--- config.mk ---
export PLATFORM = sky130hd
export DESIGN_NAME = dbs_boot_seq
export DESIGN_NICKNAME = d
export VERILOG_FILES = /design/src/core/dbs_pkg.sv /design/src/core/dbs_boot_seq.sv
export VERILOG_INCLUDE_DIRS = /design/src /design/src/core
export SDC_FILE = /design/constraint.sdc
export NUM_CORES = 1
export LEC_CHECK = 0
export ABC_AREA = 1
export BUFFER_PORTS_ARGS = -buffer_cell sky130_fd_sc_hd__buf_2
export CAP_MARGIN = 5
export CORE_MARGIN = 2
export CORE_UTILIZATION = 25
export DETAILED_ROUTE_END_ITERATION = 10
export REMOVE_ABC_BUFFERS = 1
export SYNTH_ARGS = -nofsm -noshare
export SYNTH_HDL_FRONTEND = slang
export SYNTH_SLANG_ARGS = --single-unit
export TNS_END_PERCENT = 20
--- constraint.sdc ---
create_clock -name core_clk -period 1.5 [get_ports core_clk]
set_clock_uncertainty 0.2 [all_clocks]
set_input_delay 0.225 -clock core_clk [delete_from_list [all_inputs] [get_ports core_clk]]
set_output_delay 0.225 -clock core_clk [all_outputs]
set_load 0.05 [all_outputs]
--- src/core/dbs_regs.svh ---
// Purpose: constants for the dual core boot sequencer
// Assumes: 200 MHz core clock
// Notes: boot mode codes as strapped, strap3 most significant
`ifndef DBS_REGS_SVH
`define DBS_REGS_SVH
// ***************************************************************
// boot mode codes
// ***************************************************************
`define DBS_MODE_PARALLEL 4'h0
`define DBS_MODE_RAM 4'h1
`define DBS_MODE_SERIAL_SLAVE 4'h2
`define DBS_MODE_CAN 4'h3
`define DBS_MODE_ENET_A 4'h4
`define DBS_MODE_FLASH 4'h7
`define DBS_MODE_SSI_MASTER 4'h9
`define DBS_MODE_I2C_MASTER 4'hA
`define DBS_MODE_ENET_B 4'hC
`define DBS_MODE_FAST_FLASH 4'hF
// ***************************************************************
// step timing and reset boot mode
// ***************************************************************
`define DBS_INIT_CYCLES 8'h04
`define DBS_MODE_RST 4'h0
`endif

--- src/core/dbs_pkg.sv ---
// Purpose: types for the dual core boot sequencer
// Assumes: nothing
// Notes: load source and sequencer states
package dbs_pkg;
    typedef enum logic [2:0] {
        DBS_SRC_NONE,
        DBS_SRC_PARALLEL,
        DBS_SRC_SERIAL_SLAVE,
        DBS_SRC_CAN,
        DBS_SRC_ENET,
        DBS_SRC_SSI_MASTER,
        DBS_SRC_I2C_MASTER
    } dbs_src_e;
    typedef enum logic [1:0] {
        DBS_TGT_RAM,
        DBS_TGT_FLASH,
        DBS_TGT_LOADED
    } dbs_tgt_e;
    typedef enum logic [2:0] {
        DBS_ST_DEV_INIT,
        DBS_ST_MST_INIT,
        DBS_ST_RELEASE,
        DBS_ST_SAMPLE,
        DBS_ST_LOAD,
        DBS_ST_FLASH_CHK,
        DBS_ST_DONE
    } dbs_state_e;
endpackage : dbs_pkg

--- src/core/dbs_boot_seq.sv ---
// Purpose: master side boot sequencer for a dual processor device
// Assumes: rst covers every master reset source; straps are synchronous
// Notes: loaders and flash checks are external; handshakes are levels
//
// Overview of operation
// - any master reset restarts the whole boot sequence
// - boot begins as reset drops; control and analog stay held in reset
// - order: device init, master init, then release control and analog
// - control boot runs in parallel once released, never waits on master
// - control side idles after its init until wake interrupt channel 1
// - after release, sample strap3..strap0 as the boot mode number
// - mode 0 loads through the parallel gpio loader
// - mode 1 branches into master ram with no load
// - mode 2 loads through uart, sync serial or i2c as slave
// - mode 3 loads through the master can interface
// - modes 4 and 12 load via ethernet, on different pin sets
// - mode 9 sync serial master load, mode 10 i2c master load
// - modes 5, 6, 8, 11, 13 and 14 fall back to flash boot
// - modes 7 and 15 branch to flash; invalid image faults and restarts
// - only mode 15 applies the fast flash power-up setup
// - control leaves idle on master to control wake interrupt 1
`timescale 1ns/1ps
`default_nettype none
`include "dbs_regs.svh"

module dbs_boot_seq #(
    parameter logic [7:0] INIT_CYCLES = `DBS_INIT_CYCLES
) (
    // clock and reset
    input wire logic core_clk,
    input wire logic rst,
    // strap pins
    input wire logic strap3_pin,
    input wire logic strap2_pin,
    input wire logic strap1_pin,
    input wire logic strap0_pin,
    // loader handshake
    input wire logic load_done,
    input wire logic flash_valid,
    // control side handshake
    input wire logic control_init_done,
    input wire logic master_to_control_wake_int,
    // reset releases
    output logic control_rst_q,
    output logic analog_rst_q,
    // loader selection
    output dbs_pkg::dbs_src_e load_src_q,
    output logic enet_alt_pins_q,
    output logic fast_flash_cfg_q,
    output logic hard_fault_q,
    // status
    output logic control_idle_q,
    output logic boot_done_q,
    output dbs_pkg::dbs_tgt_e branch_tgt_q,
    output logic [3:0] boot_mode_q
);

    // ***************************************************************
    // helpers
    // ***************************************************************
    // loader for a mode; NONE means branch without a load
    function automatic dbs_pkg::dbs_src_e mode_src(input logic [3:0] m);
        unique case (m)
            `DBS_MODE_PARALLEL: mode_src = dbs_pkg::DBS_SRC_PARALLEL;
            `DBS_MODE_SERIAL_SLAVE:
                mode_src = dbs_pkg::DBS_SRC_SERIAL_SLAVE;
            `DBS_MODE_CAN: mode_src = dbs_pkg::DBS_SRC_CAN;
            `DBS_MODE_ENET_A,
            `DBS_MODE_ENET_B: mode_src = dbs_pkg::DBS_SRC_ENET;
            `DBS_MODE_SSI_MASTER:
                mode_src = dbs_pkg::DBS_SRC_SSI_MASTER;
            `DBS_MODE_I2C_MASTER:
                mode_src = dbs_pkg::DBS_SRC_I2C_MASTER;
            default: mode_src = dbs_pkg::DBS_SRC_NONE;
        endcase
    endfunction : mode_src

    // ***************************************************************
    // sequencer
    // ***************************************************************
    dbs_pkg::dbs_state_e state_q;
    logic [7:0] cnt_q;
    logic [3:0] strap_mode;

    assign strap_mode = {strap3_pin, strap2_pin, strap1_pin, strap0_pin};

    // init steps are timed; flash fault loops back to device init
    always_ff @(posedge core_clk) begin
        if (rst) begin
            state_q <= dbs_pkg::DBS_ST_DEV_INIT;
            cnt_q <= 8'h00;
        end else begin
            unique case (state_q)
                dbs_pkg::DBS_ST_DEV_INIT: begin
                    cnt_q <= cnt_q + 8'h01;
                    if (cnt_q == INIT_CYCLES - 8'h01) begin
                        cnt_q <= 8'h00;
                        state_q <= dbs_pkg::DBS_ST_MST_INIT;
                    end
                end
                dbs_pkg::DBS_ST_MST_INIT: begin
                    cnt_q <= cnt_q + 8'h01;
                    if (cnt_q == INIT_CYCLES - 8'h01) begin
                        cnt_q <= 8'h00;
                        state_q <= dbs_pkg::DBS_ST_RELEASE;
                    end
                end
                dbs_pkg::DBS_ST_RELEASE: state_q <= dbs_pkg::DBS_ST_SAMPLE;
                dbs_pkg::DBS_ST_SAMPLE: begin
                    if (mode_src(strap_mode) != dbs_pkg::DBS_SRC_NONE) begin
                        state_q <= dbs_pkg::DBS_ST_LOAD;
                    end else if (strap_mode == `DBS_MODE_RAM) begin
                        state_q <= dbs_pkg::DBS_ST_DONE;
                    end else begin
                        state_q <= dbs_pkg::DBS_ST_FLASH_CHK;
                    end
                end
                dbs_pkg::DBS_ST_LOAD: begin
                    if (load_done) begin
                        state_q <= dbs_pkg::DBS_ST_DONE;
                    end
                end
                dbs_pkg::DBS_ST_FLASH_CHK: begin
                    if (flash_valid) begin
                        state_q <= dbs_pkg::DBS_ST_DONE;
                    end else begin
                        state_q <= dbs_pkg::DBS_ST_DEV_INIT;
                    end
                end
                dbs_pkg::DBS_ST_DONE: state_q <= dbs_pkg::DBS_ST_DONE;
                default: state_q <= dbs_pkg::DBS_ST_DEV_INIT;
            endcase
        end
    end

    // ***************************************************************
    // reset releases
    // ***************************************************************
    // held until master init ends; re-held when a fault restarts boot
    always_ff @(posedge core_clk) begin
        if (rst) begin
            control_rst_q <= 1'b1;
            analog_rst_q <= 1'b1;
        end else if (state_q == dbs_pkg::DBS_ST_RELEASE) begin
            control_rst_q <= 1'b0;
            analog_rst_q <= 1'b0;
        end else if (state_q == dbs_pkg::DBS_ST_DEV_INIT) begin
            control_rst_q <= 1'b1;
            analog_rst_q <= 1'b1;
        end
    end

    // remembers the wake; init done stays high, so a pulsed wake would
    // otherwise drop the control side straight back into idle
    logic woken_q;

    always_ff @(posedge core_clk) begin
        if (rst || control_rst_q) begin
            woken_q <= 1'b0;
        end else if (control_idle_q && master_to_control_wake_int) begin
            woken_q <= 1'b1;
        end
    end

    // control idles after its own init, independent of master progress
    always_ff @(posedge core_clk) begin
        if (rst || control_rst_q) begin
            control_idle_q <= 1'b0;
        end else if (control_idle_q && master_to_control_wake_int) begin
            control_idle_q <= 1'b0;
        end else if (control_init_done && !woken_q
            && !master_to_control_wake_int) begin
            control_idle_q <= 1'b1;
        end
    end

    // ***************************************************************
    // mode capture and loader selection
    // ***************************************************************
    // sampled once per pass; later strap motion ignored until reset or a fault restart
    always_ff @(posedge core_clk) begin
        if (rst) begin
            boot_mode_q <= `DBS_MODE_RST;
            load_src_q <= dbs_pkg::DBS_SRC_NONE;
            enet_alt_pins_q <= 1'b0;
            fast_flash_cfg_q <= 1'b0;
            branch_tgt_q <= dbs_pkg::DBS_TGT_FLASH;
        end else if (state_q == dbs_pkg::DBS_ST_SAMPLE) begin
            boot_mode_q <= strap_mode;
            load_src_q <= mode_src(strap_mode);
            enet_alt_pins_q <= (strap_mode == `DBS_MODE_ENET_B);
            fast_flash_cfg_q <= (strap_mode == `DBS_MODE_FAST_FLASH);
            if (mode_src(strap_mode) != dbs_pkg::DBS_SRC_NONE) begin
                branch_tgt_q <= dbs_pkg::DBS_TGT_LOADED;
            end else if (strap_mode == `DBS_MODE_RAM) begin
                branch_tgt_q <= dbs_pkg::DBS_TGT_RAM;
            end else begin
                branch_tgt_q <= dbs_pkg::DBS_TGT_FLASH;
            end
        end
    end

    // ***************************************************************
    // fault and done
    // ***************************************************************
    // fault pulses one cycle as the sequence loops back
    always_ff @(posedge core_clk) begin
        if (rst) begin
            hard_fault_q <= 1'b0;
            boot_done_q <= 1'b0;
        end else begin
            hard_fault_q <= (state_q == dbs_pkg::DBS_ST_FLASH_CHK)
                && !flash_valid;
            boot_done_q <= (state_q == dbs_pkg::DBS_ST_DONE);
        end
    end

    // ***************************************************************
    // checks
    // ***************************************************************
    a_rst_holds_sub: assert property (
        @(posedge core_clk) disable iff (rst)
        (state_q == dbs_pkg::DBS_ST_DEV_INIT
        || state_q == dbs_pkg::DBS_ST_MST_INIT)
        |=> control_rst_q && analog_rst_q)
        else $error("subsystems released before master init ended");
    a_release_order: assert property (
        @(posedge core_clk) disable iff (rst)
        $fell(control_rst_q) |-> $past(state_q) == dbs_pkg::DBS_ST_RELEASE)
        else $error("control released out of order");
    a_mode_sampled: assert property (
        @(posedge core_clk) disable iff (rst)
        state_q == dbs_pkg::DBS_ST_SAMPLE |=>
        boot_mode_q == $past(strap_mode))
        else $error("boot mode not the strap value");
    a_mode_held: assert property (
        @(posedge core_clk) disable iff (rst)
        boot_done_q |=> $stable(boot_mode_q))
        else $error("boot mode changed after boot");
    a_fast_only_15: assert property (
        @(posedge core_clk) disable iff (rst)
        fast_flash_cfg_q |-> boot_mode_q == `DBS_MODE_FAST_FLASH)
        else $error("fast flash set for wrong mode");
    // the fault pulse shows as the state loops back; resets follow a cycle on
    a_fault_restart: assert property (
        @(posedge core_clk) disable iff (rst)
        hard_fault_q |-> state_q == dbs_pkg::DBS_ST_DEV_INIT
        ##1 (control_rst_q && analog_rst_q))
        else $error("fault did not restart boot");
    a_ram_no_load: assert property (
        @(posedge core_clk) disable iff (rst)
        (state_q == dbs_pkg::DBS_ST_SAMPLE && strap_mode == `DBS_MODE_RAM)
        |=> ##1 boot_done_q && branch_tgt_q == dbs_pkg::DBS_TGT_RAM
        && load_src_q == dbs_pkg::DBS_SRC_NONE)
        else $error("ram boot did not branch");
    a_wake_idle: assert property (
        @(posedge core_clk) disable iff (rst)
        control_idle_q && master_to_control_wake_int |=> !control_idle_q)
        else $error("control did not wake");
    a_fallback_flash: assert property (
        @(posedge core_clk) disable iff (rst)
        (state_q == dbs_pkg::DBS_ST_SAMPLE && strap_mode == 4'h8)
        |=> state_q == dbs_pkg::DBS_ST_FLASH_CHK)
        else $error("unsupported mode not falling back to flash");

endmodule : dbs_boot_seq
`default_nettype wire

==> run_results.csv <==
group,metric,value,unit
timing,max_freq,721.5,MHz
global_routing,grt_pass1_vias,1080,
clocking,clkSinkCount,27,
routing,dr.pass1.iters,4,
status,status,"completed",
layout,multiInputGateArea,583.1,sq um
clocking,cts.htree.levels,1,
routing,vias,1147,
global_routing,grt_first_pass_wirelength,4485,um
logic_synthesis,synth_top_area_cell,"dfxtp_1",
routing,routed_via_density,4.217,
layout,seq_area,543.0,sq um
clocking,cts_tree,"built",
timing,slew_headroom,79.54,%
clocking,numCtsBuffers,3,
logic_synthesis,synth_area_leaders,"dfxtp_1 44%, nand2_1 12%, nor2_1 9.5%",
logic_synthesis,ys_seq_area_share,44.13,%
pwr,p_leak,0.6981,nW
placed_design,gp_congestion,0.7669,
clocking,clk_pin_slew,90,ps
layout,syn2layout_area_growth,23.39,%
floorplan,rows,25,
timing,worst_slack,114.0,ps
clocking,postCtsSetupBuffers,0,
worst_setup_path,worstPathMaxFanout,5,
logic_synthesis,synth-edff-count,0,
layout,fill_cells,522,
pwr,power,0.001283,W
worst_setup_path,end_kind,"output pin",
logic_synthesis,syn_area,1225,sq um
global_routing,grt_usage,10.27,%
layout,drive_gt1_share,20.98,%
routing,postRouteWirelength,2556,um
logic_synthesis,synthCells,174,
placed_design,numPortBuffers,25,
routing,wire_per_inst,9.397,um
logic_synthesis,synth_seq_cells,27,
layout,num-nets-final,217,
timing,drv_slew,0,
placed_design,dp_hpwl,1994,um
worst_setup_path,start_kind,"flip-flop",
clocking,clk_path_buf_depth,2,
clocking,clk_latency,270,ps
worst_setup_path,path_cells,"buf_2",
routing,drtIter0Drc,32,
global_routing,grt_remaining_overflow,0,
clocking,clockRootBuffer,"clkbuf_8",
layout,antenna_cells,0,
timing,hold_viol,0,
timing,finalCriticalPeriod,1386,ps
timing,fin_crit_sh,92.40,%
logic_synthesis,yosysWarnings,0,
routing,drc,0,
floorplan,core_area,4723,sq um
logic_synthesis,synth_top_area_share,44.13,%
logic_synthesis,ys.flop_type,"dfxtp_1",
logic_synthesis,ys_types,22,
job,max-cap-violations,0,
routing,antenna_left,0,
logic_synthesis,synthTopCellsByCount,"38 x nand2_1, 31 x nor2_1, 27 x dfxtp_1",
floorplan,start_util,25.93,%
timing,rsz0062_at_grt,"false",
placed_design,dpl_worst_slack,33.50,ps
floorplan,ios,26,
logic_synthesis,async_flop_share,0,%
global_routing,antenna_found_initial,0,
logic_synthesis,post-synth-top-count-cell,"nand2_1",
pwr,p_per_area,849.2,nW/um^2
timing,worst_slew_pin_slew,306.9,ps
worst_setup_path,worstSetupPathType,"reg -> out",
worst_setup_path,cp_slowest_cell,"dfxtp_1",
worst_setup_path,crit_buf_inv,1,
worst_setup_path,cp_top_family,"flip-flops",
hold_path,hold_path_class,"in -> reg",
global_routing,grt_max_degree,17,
floorplan,fp.dieH,74.00,um
worst_setup_path,critPathMaxStageDelay,400,ps
logic_synthesis,syn_avg_cell_area,7.040,sq um
floorplan,die_w,74.00,um
timing,setup_viol,0,
worst_setup_path,arrival,960,ps
worst_setup_path,required,1070,ps
pwr,irDropWorstVdd,0.0005192,V
floorplan,die_area,5475,sq um
## path summary, 6_finish.rpt
kind / startpoint / end / slack (ps) / cells past startpoint
worst min-delay path: flash_valid / hard_fault_q$_SDFF_PP0_ / 0.1 / 4
worst min register to register: fast_flash_cfg_q$_SDFFE_PP0N_ / fast_flash_cfg_q$_SDFFE_PP0N_ / 270 / 2
worst max-delay path: analog_rst_q$_SDFFE_PP1P_ / analog_rst_q / 110 / 1
worst max register to register: cnt_q[0]$_SDFFE_PP0P_ / cnt_q[6]$_SDFFE_PP0P_ / 150 / 6
## logic make-up (layout without fill, tap and decap cells)
logic type,count (synthesis),after routing,synth area share [%]
AOI/OAI and AO/OA,24,24,10.83
xor gates and xnor gates,4,4,2.860
adders and majority gates,1,1,1.021
buffers and inverters,26,57,8.580
DFF,27,27,44.13
and+or+nand+nor,92,92,32.58
## placed cells by master, fill, tap and decap left out
cell,n
xor2_1,4
o21ai_0,6
a21o_1,1
o21a_1,1
nand3_1,8
clkbuf_8,3
dlygate4sd3_1,1
buf_2,25
nor2_4,3
dfxtp_1,25
a211oi_1,2
or3_1,1
nand4_1,1
inv_2,2
buf_4,5
nand2_1,38
a21oi_1,12
o21ai_2,1
o211ai_1,1
nor2_1,31
nor4_1,2
clkinv_2,1
nor3_1,7
ha_1,1
inv_1,20
dfxtp_2,2
nand2_2,1
## report_power, final
| part | internal [W] | switching [W] | total (W) |
|---|---|---|---|
| registers | 0.000730 | 0.0000127 | 0.000743 |
| clock network | 0.000186 | 0.000230 | 0.000416 |
| logic | 0.0000453 | 0.0000790 | 0.000124 |
## repair_timing
action / CTS / global route
endpoints found under the hold margin: 1 / 0
endpoints found under the setup margin: 0 / 6
gates resized for setup: 0 / 4
hold buffers: 1 / 0
## sequential cells by signal (all words and copies together), names as in the netlist
name,flops
cnt_q,8
load_src_q,3
branch_tgt_q,2
control_idle_q,1
boot_mode_q,4
boot_done_q,1
enet_alt_pins_q,1
fast_flash_cfg_q,1
hard_fault_q,1
analog_rst_q,1
woken_q,1
state_q,3
## through the flow
| stage | hold slack, ps | instances | utilization [%] | instance area [sq um] | TNS [ps] |
|---|---|---|---|---|---|
| 2_1_floorplan | 94.07 | 170 | - | 1202 | -10.68 |
| 3_3_place_gp | 208.8 | 267 | 30.68 | 1449 | 0 |
| 3_5_place_dp | 210.9 | 267 | 30.68 | 1449 | 0 |
| 4_1_cts | 2.539 | 272 | 31.87 | 1505 | 0 |
| 5_1_grt | 38.80 | 272 | 32.00 | 1511 | 0 |
| 6_report | 0.1382 | 272 | 32.00 | 1511 | 0 |
## metal layers
metal	GRT usage [%]	part of all wire, %	vias to the layer above
li1	-	-	612
met5	0	0	-
met3	3.117	5.0	2
met1	12.87	49	512
met2	17.66	46	21
met4	1.818	0.31	0
## final cells by class
type / count / area share [%]
timing repair buffer: 31 / 11.42
inverter: 22 / 5.464
sequential: 27 / 35.93
tap: 67 / 5.546
clock inverter: 1 / 0.3311
multi-input combinational: 121 / 38.58
clock buffer: 3 / 2.732
Note: power is estimated with default switching activity, not from simulation.
